<file path="config.mk">
export PLATFORM = sky130hd
export DESIGN_NAME = viop_port
export DESIGN_NICKNAME = d
export VERILOG_FILES = /design/src/viop_pkg.sv /design/src/viop_port.sv
export VERILOG_INCLUDE_DIRS = /design/src
export SDC_FILE = /design/constraint.sdc
export NUM_CORES = 1
export LEC_CHECK = 0
export BUFFER_PORTS_ARGS = -buffer_cell sky130_fd_sc_hd__buf_4
export CORE_MARGIN = 10
export CORE_UTILIZATION = 40
export CTS_BUF_LIST = sky130_fd_sc_hd__clkbuf_4
export DETAILED_ROUTE_END_ITERATION = 16
export GPL_TIMING_DRIVEN = 0
export SYNTH_ARGS = -nofsm -noshare
export SYNTH_HDL_FRONTEND = slang
export SYNTH_SLANG_ARGS = --single-unit
</file>
<file path="constraint.sdc">
create_clock -name clk -period 4.6 [get_ports clk]
set_input_delay 0 -clock clk [delete_from_list [all_inputs] [get_ports clk]]
set_output_delay 0 -clock clk [all_outputs]
set_load 0.005 [all_outputs]
</file>
<file path="src/viop_cfg.svh">
// Constants for the video image output port: offsets, fields, reset values and codes.
`ifndef VIOP_CFG_SVH
`define VIOP_CFG_SVH
`define VIOP_REG_CTRL 8'h00
`define VIOP_REG_REFS 8'h04
`define VIOP_REG_STAT 8'h08
`define VIOP_REG_ANC 8'h0C
`define VIOP_CTRL_RST 32'h0000_1231
`define VIOP_REFS_RST 32'h0000_0000
`define VIOP_ANC_RST 32'h0000_0055
`define VIOP_CTRL_EMBED 0
`define VIOP_CTRL_WIDE 1
`define VIOP_CTRL_SWAP 3:2
`define VIOP_CTRL_OE_DATA 4
`define VIOP_CTRL_OE_REFS 5
`define VIOP_CTRL_CKS 7:6
`define VIOP_CTRL_GATED 8
`define VIOP_CTRL_QPOL 9
`define VIOP_CTRL_RECODE 10
`define VIOP_CTRL_LIMIT 11
`define VIOP_CTRL_PRIO 12
`define VIOP_REFS_HFUNC 1:0
`define VIOP_REFS_HPOL 2
`define VIOP_REFS_VFUNC 4:3
`define VIOP_REFS_VPOL 5
`define VIOP_REFS_G1FUNC 7:6
`define VIOP_REFS_G1POL 9
`define VIOP_REFS_G0FUNC 11:10
`define VIOP_REFS_G0POL 13
`define VIOP_CKS_INPUT 2'h0
`define VIOP_CKS_LLC 2'h1
`define VIOP_CKS_EXPANSION_PORT_CLOCK 2'h2
`define VIOP_FN_GATE 2'h0
`define VIOP_FN_PULSE 2'h1
`define VIOP_GP_FIELD 2'h0
`define VIOP_GP_VBI 2'h1
`define VIOP_GP_NONEMPTY 2'h2
`define VIOP_GP_LINE 2'h3
`define VIOP_BYTE_FILL 8'h00
`define VIOP_BYTE_ONES 8'hFF
`define VIOP_CLIP_LO 8'h01
`define VIOP_CLIP_HI 8'hFE
`define VIOP_LIMIT_LO 8'h10
`define VIOP_LIMIT_HI 8'hF0
`define VIOP_RECODE_LO 8'h03
`define VIOP_RECODE_HI 8'hFC
`define VIOP_FIFO_AW 6
`define VIOP_FIFO_DEPTH 64
`define VIOP_ANC_LAST 3'h5
`endif

</file>
<file path="src/viop_pkg.sv">
// Types shared by the video image output port.
package viop_pkg;
    typedef enum logic [2:0] {
        VIOP_IDLE = 3'h0,
        VIOP_VCODE = 3'h1,
        VIOP_VDATA = 3'h3,
        VIOP_AHDR = 3'h2,
        VIOP_ADATA = 3'h6
    } viop_state_t;
    typedef enum logic [1:0] {
        VIOP_K_FILL = 2'h0,
        VIOP_K_CODE = 2'h1,
        VIOP_K_VID = 2'h2,
        VIOP_K_ANC = 2'h3
    } viop_kind_t;
    typedef struct packed {
        logic sol;
        logic eol;
        logic raw;
        logic [31:0] data;
    } viop_word_t;
    typedef struct packed {
        viop_kind_t kind;
        logic valid;
        logic [7:0] data;
        logic [7:0] ext;
    } viop_out_t;
endpackage

</file>
<file path="src/viop_port.sv">
// Video image output port: arbiter, code inserter, serializer, VBI FIFO and reference outputs.
//
// Notes on behaviour
// - Each 32-bit word of four bytes leaves as four bytes or two 16-bit words.
// - In 16-bit mode chroma bytes go out on the extension bus.
// - Sliced VBI bytes of a line, up to 64 per block, are buffered, then sent as one block.
// - Scaled video and sliced VBI are arbitrated; VBI wins by default.
// - With embedded codes eight data lines plus one clock suffice.
// - Start and end codes surround only lines that carry data.
// - Filler bytes of zero may appear, but never inside a four-byte code.
// - Raw VBI sample lines are wrapped in codes like video lines.
// - Direct ancillary mode passes VBI bytes unchanged, zeros and ones included.
// - Recoded ancillary mode turns 00H into 03H and FFH into FCH.
// - No filler cycles inside an ancillary header or data field.
// - Video and raw VBI bytes clip 00H to 01H and FFH to FEH.
// - An option limits the output sample range further.
// - Reference clock is input or output; as output from line-locked or expansion clock.
// - Data-valid qualifier has programmable polarity or acts as gated clock.
// - Horizontal reference mirrors the horizontal gate or gives a reset pulse.
// - Vertical reference mirrors the vertical gate or gives a reset pulse.
// - Field, gates and FIFO flags are offered on the reference and general outputs.
// - Either general output can flag sliced VBI data.
// - The tristate control input turns off every port output.
// - Reset pulses start at the rising edge of the active-high gate.
// - Cycles without valid data carry byte zero and an inactive qualifier.
// - Gated clock mode outputs reference clock AND internal data-valid.
//
// Decided for this implementation: strobed register access and the placing of the registers.
`timescale 1ns/1ns
`include "viop_cfg.svh"
module viop_port
    import viop_pkg::*;
(
    input wire logic clk,
    input wire logic rst_n,
    input wire logic [7:0] reg_addr,
    input wire logic [31:0] reg_wdata,
    input wire logic reg_wr,
    input wire logic reg_rd,
    output logic [31:0] reg_rdata,
    input wire viop_word_t vid_word,
    input wire logic vid_valid,
    output logic vid_ready,
    input wire logic [7:0] vbi_byte,
    input wire logic vbi_last,
    input wire logic vbi_valid,
    output logic vbi_ready,
    input wire logic scaler_h_gate,
    input wire logic scaler_v_gate,
    input wire logic scaler_field,
    input wire logic line_locked_clock,
    input wire logic expansion_port_clock,
    input wire logic port_ref_clock_i,
    output logic port_ref_clock_o,
    output logic port_ref_clock_oe,
    input wire logic tristate_ctrl_in,
    input wire logic target_ready_in,
    output logic [7:0] port_data_bus_o,
    output logic port_data_bus_oe,
    output logic [7:0] chroma_extension_bus_o,
    output logic chroma_extension_bus_oe,
    output logic data_valid_qualifier,
    output logic horiz_ref_out,
    output logic vert_ref_out,
    output logic gp_out_zero,
    output logic gp_out_one,
    output logic ctrl_outputs_oe
);
    // ==========================================================
    // Register file.
    logic [31:0] ctrl_q, ctrl_d, refs_q, refs_d, anc_q, anc_d, rdata_q, rdata_d;
    viop_state_t st_q, st_d;
    logic [6:0] fcnt_q;
    logic line_rdy_q;
    logic hold_v_q;

    always_comb begin
        ctrl_d = ctrl_q;
        refs_d = refs_q;
        anc_d = anc_q;
        rdata_d = 32'h0000_0000;
        if (reg_wr) begin
            case (reg_addr)
                `VIOP_REG_CTRL: ctrl_d = reg_wdata;
                `VIOP_REG_REFS: refs_d = reg_wdata;
                `VIOP_REG_ANC: anc_d = reg_wdata;
                default: ;
            endcase
        end
        if (reg_rd) begin
            case (reg_addr)
                `VIOP_REG_CTRL: rdata_d = ctrl_q;
                `VIOP_REG_REFS: rdata_d = refs_q;
                `VIOP_REG_ANC: rdata_d = anc_q;
                `VIOP_REG_STAT: rdata_d = {20'h0_0000, hold_v_q, line_rdy_q, fcnt_q, st_q};
                default: rdata_d = 32'h0000_0000;
            endcase
        end
    end

    always_ff @(posedge clk or negedge rst_n) begin
        if (!rst_n) begin
            ctrl_q <= `VIOP_CTRL_RST;
            refs_q <= `VIOP_REFS_RST;
            anc_q <= `VIOP_ANC_RST;
            rdata_q <= 32'h0000_0000;
        end else begin
            ctrl_q <= ctrl_d;
            refs_q <= refs_d;
            anc_q <= anc_d;
            rdata_q <= rdata_d;
        end
    end
    assign reg_rdata = rdata_q;

    // ==========================================================
    // Pin synchronisers and reference clock.
    logic [4:0] pins_s1_q, pins_s2_q;
    logic ref_out_q, ref_out_d, ref_prev_q, ref_now, tick, tri_s, trdy_s;

    always_ff @(posedge clk or negedge rst_n) begin
        if (!rst_n) begin
            pins_s1_q <= 5'h00;
            pins_s2_q <= 5'h00;
        end else begin
            pins_s1_q <= {target_ready_in, tristate_ctrl_in, expansion_port_clock,
                line_locked_clock, port_ref_clock_i};
            pins_s2_q <= pins_s1_q;
        end
    end
    assign tri_s = pins_s2_q[3];
    assign trdy_s = pins_s2_q[4];

    always_comb begin
        ref_out_d = (ctrl_q[`VIOP_CTRL_CKS] == `VIOP_CKS_EXPANSION_PORT_CLOCK) ? pins_s2_q[2] : pins_s2_q[1];
        ref_now = (ctrl_q[`VIOP_CTRL_CKS] == `VIOP_CKS_INPUT) ? pins_s2_q[0] : ref_out_q;
    end

    always_ff @(posedge clk or negedge rst_n) begin
        if (!rst_n) begin
            ref_out_q <= 1'b0;
            ref_prev_q <= 1'b0;
        end else begin
            ref_out_q <= ref_out_d;
            ref_prev_q <= ref_now;
        end
    end
    assign tick = ref_now && !ref_prev_q;
    assign port_ref_clock_o = ref_out_q;

    // ==========================================================
    // Sliced VBI line FIFO.
    logic [7:0] fifo_mem [`VIOP_FIFO_DEPTH];
    logic [`VIOP_FIFO_AW-1:0] wptr_q, wptr_d, rptr_q, rptr_d;
    logic [6:0] fcnt_d;
    logic line_rdy_d, fifo_push, fifo_pop, line_take;

    assign vbi_ready = !line_rdy_q && (fcnt_q != 7'(`VIOP_FIFO_DEPTH));
    assign fifo_push = vbi_valid && vbi_ready;

    always_comb begin
        wptr_d = fifo_push ? wptr_q + 1'b1 : wptr_q;
        rptr_d = fifo_pop ? rptr_q + 1'b1 : rptr_q;
        fcnt_d = fcnt_q + 7'(fifo_push) - 7'(fifo_pop);
        line_rdy_d = line_rdy_q;
        if (line_take) begin
            line_rdy_d = 1'b0;
        end
        if (fifo_push && (vbi_last || fcnt_q == 7'(`VIOP_FIFO_DEPTH - 1))) begin
            line_rdy_d = 1'b1;
        end
    end

    always_ff @(posedge clk) begin
        if (fifo_push) begin
            fifo_mem[wptr_q] <= vbi_byte;
        end
    end

    always_ff @(posedge clk or negedge rst_n) begin
        if (!rst_n) begin
            wptr_q <= '0;
            rptr_q <= '0;
            fcnt_q <= 7'h00;
            line_rdy_q <= 1'b0;
        end else begin
            wptr_q <= wptr_d;
            rptr_q <= rptr_d;
            fcnt_q <= fcnt_d;
            line_rdy_q <= line_rdy_d;
        end
    end

    // ==========================================================
    // Arbiter, code inserter and serializer.
    viop_word_t hold_q, hold_d;
    logic hold_v_d, eav_q, eav_d, raw_q, raw_d, hold_take;
    logic [2:0] idx_q, idx_d;
    logic [6:0] left_q, left_d;
    logic [7:0] xy, vb, ab;
    logic [1:0] lane;
    viop_out_t out_q, out_d;
    logic wide, embed;

    assign wide = ctrl_q[`VIOP_CTRL_WIDE];
    assign embed = ctrl_q[`VIOP_CTRL_EMBED];
    assign vid_ready = !hold_v_q;

    function automatic logic [7:0] clip_byte(input logic [7:0] b, input logic lim);
        clip_byte = lim ? ((b < `VIOP_LIMIT_LO) ? `VIOP_LIMIT_LO :
            (b > `VIOP_LIMIT_HI) ? `VIOP_LIMIT_HI : b) :
            ((b == `VIOP_BYTE_FILL) ? `VIOP_CLIP_LO : (b == `VIOP_BYTE_ONES) ? `VIOP_CLIP_HI : b);
    endfunction

    always_comb begin
        xy = {1'b1, scaler_field, raw_q | !scaler_v_gate, eav_q, 4'h0};
        xy[3:0] = {xy[5] ^ xy[4], xy[6] ^ xy[4], xy[6] ^ xy[5], xy[6] ^ xy[5] ^ xy[4]};
        lane = wide ? {idx_q[0], 1'b1} : idx_q[1:0] ^ ctrl_q[`VIOP_CTRL_SWAP];
        vb = clip_byte(hold_q.data[8*lane +: 8], ctrl_q[`VIOP_CTRL_LIMIT]);
        ab = fifo_mem[rptr_q];
        if (ctrl_q[`VIOP_CTRL_RECODE]) begin
            ab = (ab == `VIOP_BYTE_FILL) ? `VIOP_RECODE_LO : (ab == `VIOP_BYTE_ONES) ? `VIOP_RECODE_HI : ab;
        end
    end

    always_comb begin
        st_d = st_q;
        idx_d = idx_q;
        eav_d = eav_q;
        raw_d = raw_q;
        left_d = left_q;
        hold_take = 1'b0;
        fifo_pop = 1'b0;
        line_take = 1'b0;
        out_d = out_q;
        if (tick) begin
            out_d = '{kind: VIOP_K_FILL, valid: 1'b0, data: `VIOP_BYTE_FILL, ext: `VIOP_BYTE_FILL};
            unique case (st_q)
                VIOP_IDLE: begin
                    if (trdy_s && line_rdy_q &&
                        (ctrl_q[`VIOP_CTRL_PRIO] || !(hold_v_q && hold_q.sol))) begin
                        left_d = fcnt_q;
                        idx_d = 3'h0;
                        st_d = embed ? VIOP_AHDR : VIOP_ADATA;
                    end else if (trdy_s && hold_v_q && hold_q.sol) begin
                        raw_d = hold_q.raw;
                        eav_d = 1'b0;
                        idx_d = 3'h0;
                        st_d = embed ? VIOP_VCODE : VIOP_VDATA;
                    end else if (hold_v_q && !hold_q.sol) begin
                        hold_take = 1'b1;
                    end
                end
                VIOP_VCODE: begin
                    out_d.kind = VIOP_K_CODE;
                    out_d.valid = 1'b1;
                    out_d.data = (idx_q == 3'h3) ? xy :
                        (idx_q == 3'h0) ? `VIOP_BYTE_ONES : `VIOP_BYTE_FILL;
                    out_d.ext = out_d.data;
                    idx_d = idx_q + 3'h1;
                    if (idx_q == 3'h3) begin
                        idx_d = 3'h0;
                        st_d = eav_q ? VIOP_IDLE : VIOP_VDATA;
                    end
                end
                VIOP_VDATA: begin
                    if (hold_v_q && trdy_s) begin
                        out_d.kind = VIOP_K_VID;
                        out_d.valid = 1'b1;
                        out_d.data = vb;
                        if (wide) begin
                            out_d.ext = clip_byte(hold_q.data[8*{idx_q[0], 1'b0} +: 8],
                                ctrl_q[`VIOP_CTRL_LIMIT]);
                        end
                        idx_d = idx_q + 3'h1;
                        if (idx_q == (wide ? 3'h1 : 3'h3)) begin
                            idx_d = 3'h0;
                            hold_take = 1'b1;
                            if (hold_q.eol) begin
                                eav_d = 1'b1;
                                st_d = embed ? VIOP_VCODE : VIOP_IDLE;
                            end
                        end
                    end
                end
                VIOP_AHDR: begin
                    out_d.kind = VIOP_K_CODE;
                    out_d.valid = 1'b1;
                    unique case (idx_q)
                        3'h0: out_d.data = `VIOP_BYTE_FILL;
                        3'h1, 3'h2: out_d.data = `VIOP_BYTE_ONES;
                        3'h3: out_d.data = anc_q[7:0];
                        3'h4: out_d.data = {7'h00, scaler_field};
                        default: out_d.data = {1'b0, left_q};
                    endcase
                    idx_d = idx_q + 3'h1;
                    if (idx_q == `VIOP_ANC_LAST) begin
                        st_d = VIOP_ADATA;
                    end
                end
                VIOP_ADATA: begin
                    out_d.kind = VIOP_K_ANC;
                    out_d.valid = 1'b1;
                    out_d.data = ab;
                    fifo_pop = 1'b1;
                    left_d = left_q - 7'h01;
                    if (left_q == 7'h01) begin
                        line_take = 1'b1;
                        st_d = VIOP_IDLE;
                    end
                end
                default: st_d = VIOP_IDLE;
            endcase
        end
        hold_v_d = hold_take ? 1'b0 : hold_v_q;
        hold_d = hold_q;
        if (vid_valid && vid_ready) begin
            hold_v_d = 1'b1;
            hold_d = vid_word;
        end
    end

    always_ff @(posedge clk or negedge rst_n) begin
        if (!rst_n) begin
            st_q <= VIOP_IDLE;
            idx_q <= 3'h0;
            eav_q <= 1'b0;
            raw_q <= 1'b0;
            left_q <= 7'h00;
            hold_v_q <= 1'b0;
            hold_q <= '0;
            out_q <= '0;
        end else begin
            st_q <= st_d;
            idx_q <= idx_d;
            eav_q <= eav_d;
            raw_q <= raw_d;
            left_q <= left_d;
            hold_v_q <= hold_v_d;
            hold_q <= hold_d;
            out_q <= out_d;
        end
    end

    // ==========================================================
    // Reference and general outputs.
    logic hg_prev_q, vg_prev_q, hpls_q, hpls_d, vpls_q, vpls_d, vbi_on;
    logic [3:0] refo_q, refo_d;

    function automatic logic gp_sel(input logic [1:0] fn, input logic f, input logic v,
        input logic ne, input logic ln);
        gp_sel = (fn == `VIOP_GP_FIELD) ? f : (fn == `VIOP_GP_VBI) ? v :
            (fn == `VIOP_GP_NONEMPTY) ? ne : ln;
    endfunction

    always_comb begin
        hpls_d = hpls_q && !tick;
        vpls_d = vpls_q && !tick;
        if (scaler_h_gate && !hg_prev_q) begin
            hpls_d = 1'b1;
        end
        if (scaler_v_gate && !vg_prev_q) begin
            vpls_d = 1'b1;
        end
        vbi_on = (st_q == VIOP_AHDR) || (st_q == VIOP_ADATA);
        refo_d[0] = refs_q[`VIOP_REFS_HPOL] ^
            ((refs_q[`VIOP_REFS_HFUNC] == `VIOP_FN_PULSE) ? hpls_q : scaler_h_gate);
        refo_d[1] = refs_q[`VIOP_REFS_VPOL] ^
            ((refs_q[`VIOP_REFS_VFUNC] == `VIOP_FN_PULSE) ? vpls_q : scaler_v_gate);
        refo_d[2] = refs_q[`VIOP_REFS_G0POL] ^ gp_sel(refs_q[`VIOP_REFS_G0FUNC],
            scaler_field, vbi_on, fcnt_q != 7'h00, line_rdy_q);
        refo_d[3] = refs_q[`VIOP_REFS_G1POL] ^ gp_sel(refs_q[`VIOP_REFS_G1FUNC],
            scaler_field, vbi_on, fcnt_q != 7'h00, line_rdy_q);
    end

    always_ff @(posedge clk or negedge rst_n) begin
        if (!rst_n) begin
            hg_prev_q <= 1'b0;
            vg_prev_q <= 1'b0;
            hpls_q <= 1'b0;
            vpls_q <= 1'b0;
            refo_q <= 4'h0;
        end else begin
            hg_prev_q <= scaler_h_gate;
            vg_prev_q <= scaler_v_gate;
            hpls_q <= hpls_d;
            vpls_q <= vpls_d;
            refo_q <= refo_d;
        end
    end

    // ==========================================================
    // Pin drivers.
    assign horiz_ref_out = refo_q[0];
    assign vert_ref_out = refo_q[1];
    assign gp_out_zero = refo_q[2];
    assign gp_out_one = refo_q[3];
    assign port_data_bus_o = out_q.data;
    assign chroma_extension_bus_o = out_q.ext;
    assign data_valid_qualifier = ctrl_q[`VIOP_CTRL_GATED] ? (ref_now && out_q.valid) :
        (out_q.valid ~^ ctrl_q[`VIOP_CTRL_QPOL]);
    assign port_data_bus_oe = ctrl_q[`VIOP_CTRL_OE_DATA] && !tri_s;
    assign chroma_extension_bus_oe = port_data_bus_oe && wide;
    assign ctrl_outputs_oe = ctrl_q[`VIOP_CTRL_OE_REFS] && !tri_s;
    assign port_ref_clock_oe = ctrl_outputs_oe && (ctrl_q[`VIOP_CTRL_CKS] != `VIOP_CKS_INPUT);

    // ==========================================================
    // Assertions.
    a_fill_zero: assert property (@(posedge clk) disable iff (!rst_n)
        !out_q.valid |-> out_q.data == `VIOP_BYTE_FILL) else $error("filler byte not zero");
    a_video_clip: assert property (@(posedge clk) disable iff (!rst_n)
        out_q.kind == VIOP_K_VID |-> out_q.data != 8'h00 && out_q.data != 8'hFF)
        else $error("video byte not clipped");
    a_code_no_gap: assert property (@(posedge clk) disable iff (!rst_n)
        tick && st_q == VIOP_VCODE |=> out_q.valid && out_q.kind == VIOP_K_CODE)
        else $error("gap inside timing code");
    a_anc_no_gap: assert property (@(posedge clk) disable iff (!rst_n)
        tick && st_q == VIOP_ADATA |=> out_q.valid && $stable(st_q) || st_q == VIOP_IDLE)
        else $error("gap inside ancillary block");
    a_anc_recode: assert property (@(posedge clk) disable iff (!rst_n)
        tick && st_q == VIOP_ADATA && ctrl_q[`VIOP_CTRL_RECODE] |=>
        out_q.data != 8'h00 && out_q.data != 8'hFF) else $error("ancillary byte not recoded");
    a_vbi_first: assert property (@(posedge clk) disable iff (!rst_n)
        tick && st_q == VIOP_IDLE && trdy_s && line_rdy_q && ctrl_q[`VIOP_CTRL_PRIO] |=>
        st_q == VIOP_AHDR || st_q == VIOP_ADATA) else $error("slicer lost arbitration");
    a_tri_off: assert property (@(posedge clk) disable iff (!rst_n)
        tri_s |-> !port_data_bus_oe && !chroma_extension_bus_oe && !ctrl_outputs_oe
        && !port_ref_clock_oe) else $error("output driven in tristate");
    a_hpulse_rise: assert property (@(posedge clk) disable iff (!rst_n)
        scaler_h_gate && !hg_prev_q && refs_q[`VIOP_REFS_HFUNC] == `VIOP_FN_PULSE
        && !refs_q[`VIOP_REFS_HPOL] |=> ##1 horiz_ref_out) else $error("missing horizontal pulse");
    a_fifo_block: assert property (@(posedge clk) disable iff (!rst_n)
        st_q == VIOP_ADATA |-> fcnt_q != 7'h00 && !vbi_ready) else $error("vbi block broken");
    a_gated_clk: assert property (@(posedge clk) disable iff (!rst_n)
        ctrl_q[`VIOP_CTRL_GATED] && !out_q.valid |-> !data_valid_qualifier)
        else $error("gated clock leaks");
endmodule

</file>
==> impl.org <==
** Setup path
- By startpoint and endpoint, the worst setup path is classified as flip-flop to flip-flop.
- Highest fanout seen on the critical path :: 10
- The worst setup path is captured at a flip-flop.
- Buffer and inverter count on the worst path :: 3
- Cell breakdown of the critical path :: buf_2 -> clkbuf_1 -> buf_2 -> mux4_2 -> a22oi_1 -> a21oi_1 -> nor4_1 -> o21ai_0 -> a21oi_1 -> o21ai_0
- The slowest stage of the critical path belongs to the cell sky130_fd_sc_hd__nor4_1.
- The largest single stage delay on the critical path is 1100 ps.
- Worst path required time :: 5490 ps
- In this design, the largest share of critical-path delay is due to buffers and inverters.
- CP Data Arrival Time :: ~5400 ps
- Nature of the critical path startpoint :: flip-flop

** Floorplan
- For this design the top-level I/O count stands at 158.
- Initial core utilization :: roughly two fifths
- Number of placement rows :: 102
- The die is about 300 microns tall.
- Die W :: 299 microns
- The die covers 89,400 sq um.
- Core Box Area :: just under 80,000 sq um

** STA
- Hold violation total from the final report :: 0
- Setup clock skew after layout :: ~84 ps
- Of the available clock period, the critical path in the final layout requires 98.2%.
- In this run the tightest slew margin relative to its limit is 4.08%.
- For the pin with the worst max-slew slack, the measured transition is around 1400 ps.
- Setup repair after global routing left no endpoint under its margin.
- Post-layout minimum cycle time :: about 4500 ps
- Sum of negative setup slack :: 0 ps
- Maximum operating frequency :: between 200 and 250 MHz
- Final setup vio count :: 0
- The number of pins exceeding their max-slew limit in the final report is 0.

** Clock network
- After clock tree synthesis, the repair step resized 0 gates.
- At the later pin of the worst-skew pair, clock insertion delay measures between 1000 and 1500 ps.
- TritonCTS built the clock tree.
- Clk Tree Root Cell :: sky130_fd_sc_hd__clkbuf_4
- For this design, the CTS-stage hold fixing added about 190 buffers.
- In this run the deepest clock path goes through 3 buffers.
- Number of buffers created by CTS :: 194
- Setup Fix Bufs, Post-CTS :: 0
- In this run the number of H-tree levels came out at 4.
- Number of sinks driven by the clock tree :: between 700 and 800
- Clock-pin slew was measured on the worst setup and hold paths at roughly 70 ps.

** Power
- Net switching is between 30% and 40% of the power.
- Largest voltage drop on the vdd net :: between 0.0002 and 0.00025 V
- The internal power of the cells totals 12.5 mW.
- The clock network accounts for a little over 30% of the total power.
- Net load switching power :: a little under 6 mW
- Power spread over the standard cell area amounts to 485 nW/um^2.
- Sequential share of power :: ~43%
- Combinational logic is responsible for a little over a quarter of the overall power.
- Leakage :: around 14 nW

** Hold path
- The worst hold path belongs to the class input port to flip-flop.

** Drt
- Detailed routing inserted a total of ~20,000 vias.
- Count of TritonRoute iterations in the first routing pass :: 6
- For this run, design rule violations remaining after detail routing come to 0.
- Post-DR wirelength/cell :: between 20 and 25 microns
- Remaining antenna violation count after routing :: 0
- In this run, the number of DRC markers left after iteration 0 of detailed routing was ~2,000.
- The final layout contains routed wiring with a total length of just under 90 mm.
- After detailed routing, the number of vias per cell comes to around 5.5.

** Layout
- Post-route cell area :: around 38,000 sq um
- Most common library cell in the layout ignoring fill and taps :: sky130_fd_sc_hd__edfxtp_1
- Count of nets after finishing :: about 2,600
- Number of filler cells placed in the layout :: between 6,000 and 7,000
- Share of post-route cells with drive strength above 1 :: a little under a third
- Sequential standard cell area :: approximately 21,000 sq um
- Relative to the synthesized area, the layout overhead comes to 21.9%.
- After the flow finishes, the layout carries non-filler instances totaling about 3,600.
- Commonest non-fill, non-tap cells in the layout :: 512 x sky130_fd_sc_hd__edfxtp_1, 274 x sky130_fd_sc_hd__clkbuf_4, 227 x sky130_fd_sc_hd__dfrtp_1
- Multi-input gate area :: about 9100 sq um
- At the end of the flow the core is filled with cells to ~49%.

** Placement
- Number of instances in the placed design :: roughly 3,100
- Area of placed instances :: about 34,000 sq um
- Count of buffers from port buffering :: roughly 160
- Routability-driven placement finished with a final weighted congestion of ~0.95.
- HPWL reported at the end of detailed placement :: roughly 57 mm

** Synth
- For this run, the number of Yosys warnings is 0.
- Fraction of registers with async set or reset after synthesis :: 31.6%
- Post-synthesis cell area :: roughly 31,000 sq um
- Mean area per synthesized cell :: around 16 sq um
- Yosys mapped a number of flops with a built-in enable equal to about 500.
- Post-synthesis sequential element count :: approximately 750
- The synthesized design devotes to its leading area cell type between 40% and 50% of total area.
- In the synthesized netlist the dominant register cell turns out to be sky130_fd_sc_hd__edfxtp_1.
- The biggest area contributor in the post-synthesis netlist is sky130_fd_sc_hd__edfxtp_1.
- Top area cells in the synthesized netlist :: sky130_fd_sc_hd__edfxtp_1 49%, sky130_fd_sc_hd__dfrtp_1 18%, sky130_fd_sc_hd__mux4_2 9.2%
- In the synthesized netlist, the number of instances is between 1,500 and 2,000.
- Synthesis instantiated 66 different standard cells from the library.
- The share of the Yosys chip area taken by registers is 68.4%.
- Nets in the synthesized netlist :: approximately 2,000

** Global routing
- The first global-routing pass estimated approximately 130 mm of wire.
- Remaining global-route overflow :: 0
- Number of global-route vias before repair :: about 21,000
- For this run, the total global-route usage over all layers was measured as about a fifth.
- Number of antenna violations at the first check in global routing :: 3
- Entering global routing, the biggest net connects roughly 120 pins.

** Outcome
- The run finished with clean final reports.

** Flow run
- The tool flagged a number of max-cap violations equal to 0.
power groups by stage:
stage | Sequential, mW | Clock (mW) | Combinational (mW)
finish | 7.95 | 5.57 | 4.88
global route | 8.00 | 6.07 | 5.25
CTS | 7.94 | 5.68 | 4.89
detailed placement | 8.08 | 0 | 4.71
global placement | 8.06 | 0 | 4.65
floorplan | 7.92 | 0 | 3.08
per-layer routing:
metal	global-route usage [%]	vias to the layer above	wire length [microns]	share of wire [%]
li1	-	8649	-	-
met1	26.1	10300	36400	41
met2	32.5	876	43700	49
met3	4.60	167	7060	7.9
met4	6.73	0	2170	2.4
met5	0	-	0	0
worst paths after layout:
kind	start	end	slack (ps)	cells past startpoint
min in group asynchronous	rst_n	hold_q[10]	610	5
setup reg to reg	rptr_q[1]	port_data_bus_o[3]	80	10
setup / recovery	rptr_q[1]	port_data_bus_o[3]	80	10
max in group asynchronous	rst_n	ctrl_q[27]	2710	7
hold reg to reg	pins_s1_q[1]	pins_s2_q[1]	350	0
hold / removal	vbi_byte[1]	fifo_mem[3][1]	100	2
registers in the layout, indices dropped and copies added, names as in the netlist, 4 cells and up:
name,count
pins_s2_q,5
fifo_mem,512
hold_q,35
rptr_q,6
fcnt_q,7
ctrl_q,32
refo_q,4
wptr_q,6
anc_q,32
refs_q,32
chroma_extension_bus_o,8
port_data_bus_o,8
left_q,7
pins_s1_q,5
reg_rdata,32
worst register-to-register path: stages (launching register included):
cell	delay (ps)
sky130_fd_sc_hd__dfrtp_1	350
sky130_fd_sc_hd__buf_2	210
sky130_fd_sc_hd__clkbuf_1	710
sky130_fd_sc_hd__buf_2	610
sky130_fd_sc_hd__mux4_2	420
sky130_fd_sc_hd__a22oi_1	310
sky130_fd_sc_hd__a21oi_1	170
sky130_fd_sc_hd__nor4_1	1100
sky130_fd_sc_hd__o21ai_0	200
sky130_fd_sc_hd__a21oi_1	260
sky130_fd_sc_hd__o21ai_0	100
layout make-up:
| type | count | area share (%) |
|---|---|---|
| plain buffers | 119 | 1.67 |
| repair buffers | 343 | 8.18 |
| clock inverters | 56 | 0.838 |
| inverters | 29 | 0.287 |
| well taps | 1040 | 3.43 |
| diodes | 9 | 0.0594 |
| flip-flops and latches | 748 | 56.2 |
| multi-input cells | 1029 | 24.0 |
| clock buffers | 274 | 5.42 |
cells by family after synthesis:
logic type | Yosys count | synth area share [%]
XOR/XNOR | 28 | 0.812
flip-flops | 748 | 68.4
adder cells (fa/ha/maj) | 22 | 0.909
multiplexers | 319 | 16.4
AO/OA/AOI/OAI | 276 | 5.52
buffers and inverters | 148 | 2.38
AND/OR/NAND/NOR | 384 | 5.59
synthesized netlist by cell type, types with 17 or more instances:
cell / count
sky130_fd_sc_hd__a21oi_1: 92
sky130_fd_sc_hd__nand3_1: 17
sky130_fd_sc_hd__dfrtp_1: 227
sky130_fd_sc_hd__ha_1: 21
sky130_fd_sc_hd__nand2_1: 115
sky130_fd_sc_hd__edfxtp_1: 512
sky130_fd_sc_hd__xnor2_1: 19
sky130_fd_sc_hd__clkbuf_1: 56
sky130_fd_sc_hd__buf_1: 17
sky130_fd_sc_hd__buf_4: 23
sky130_fd_sc_hd__mux2i_1: 39
sky130_fd_sc_hd__nor2_1: 157
sky130_fd_sc_hd__mux2_2: 145
sky130_fd_sc_hd__a22oi_1: 52
sky130_fd_sc_hd__mux4_2: 127
sky130_fd_sc_hd__inv_1: 28
sky130_fd_sc_hd__o21ai_0: 51
metrics by stage:
step                power [mW]  setup slack, ps  hold slack, ps
finish                    18.4             84.1            98.0
global route              19.3             32.8            62.6
CTS                       18.5              254            27.5
detailed placement        12.8              264           -83.9
global placement          12.7              296             110
floorplan                 11.0             1570            -296
(Power assumes the default switching activity.)
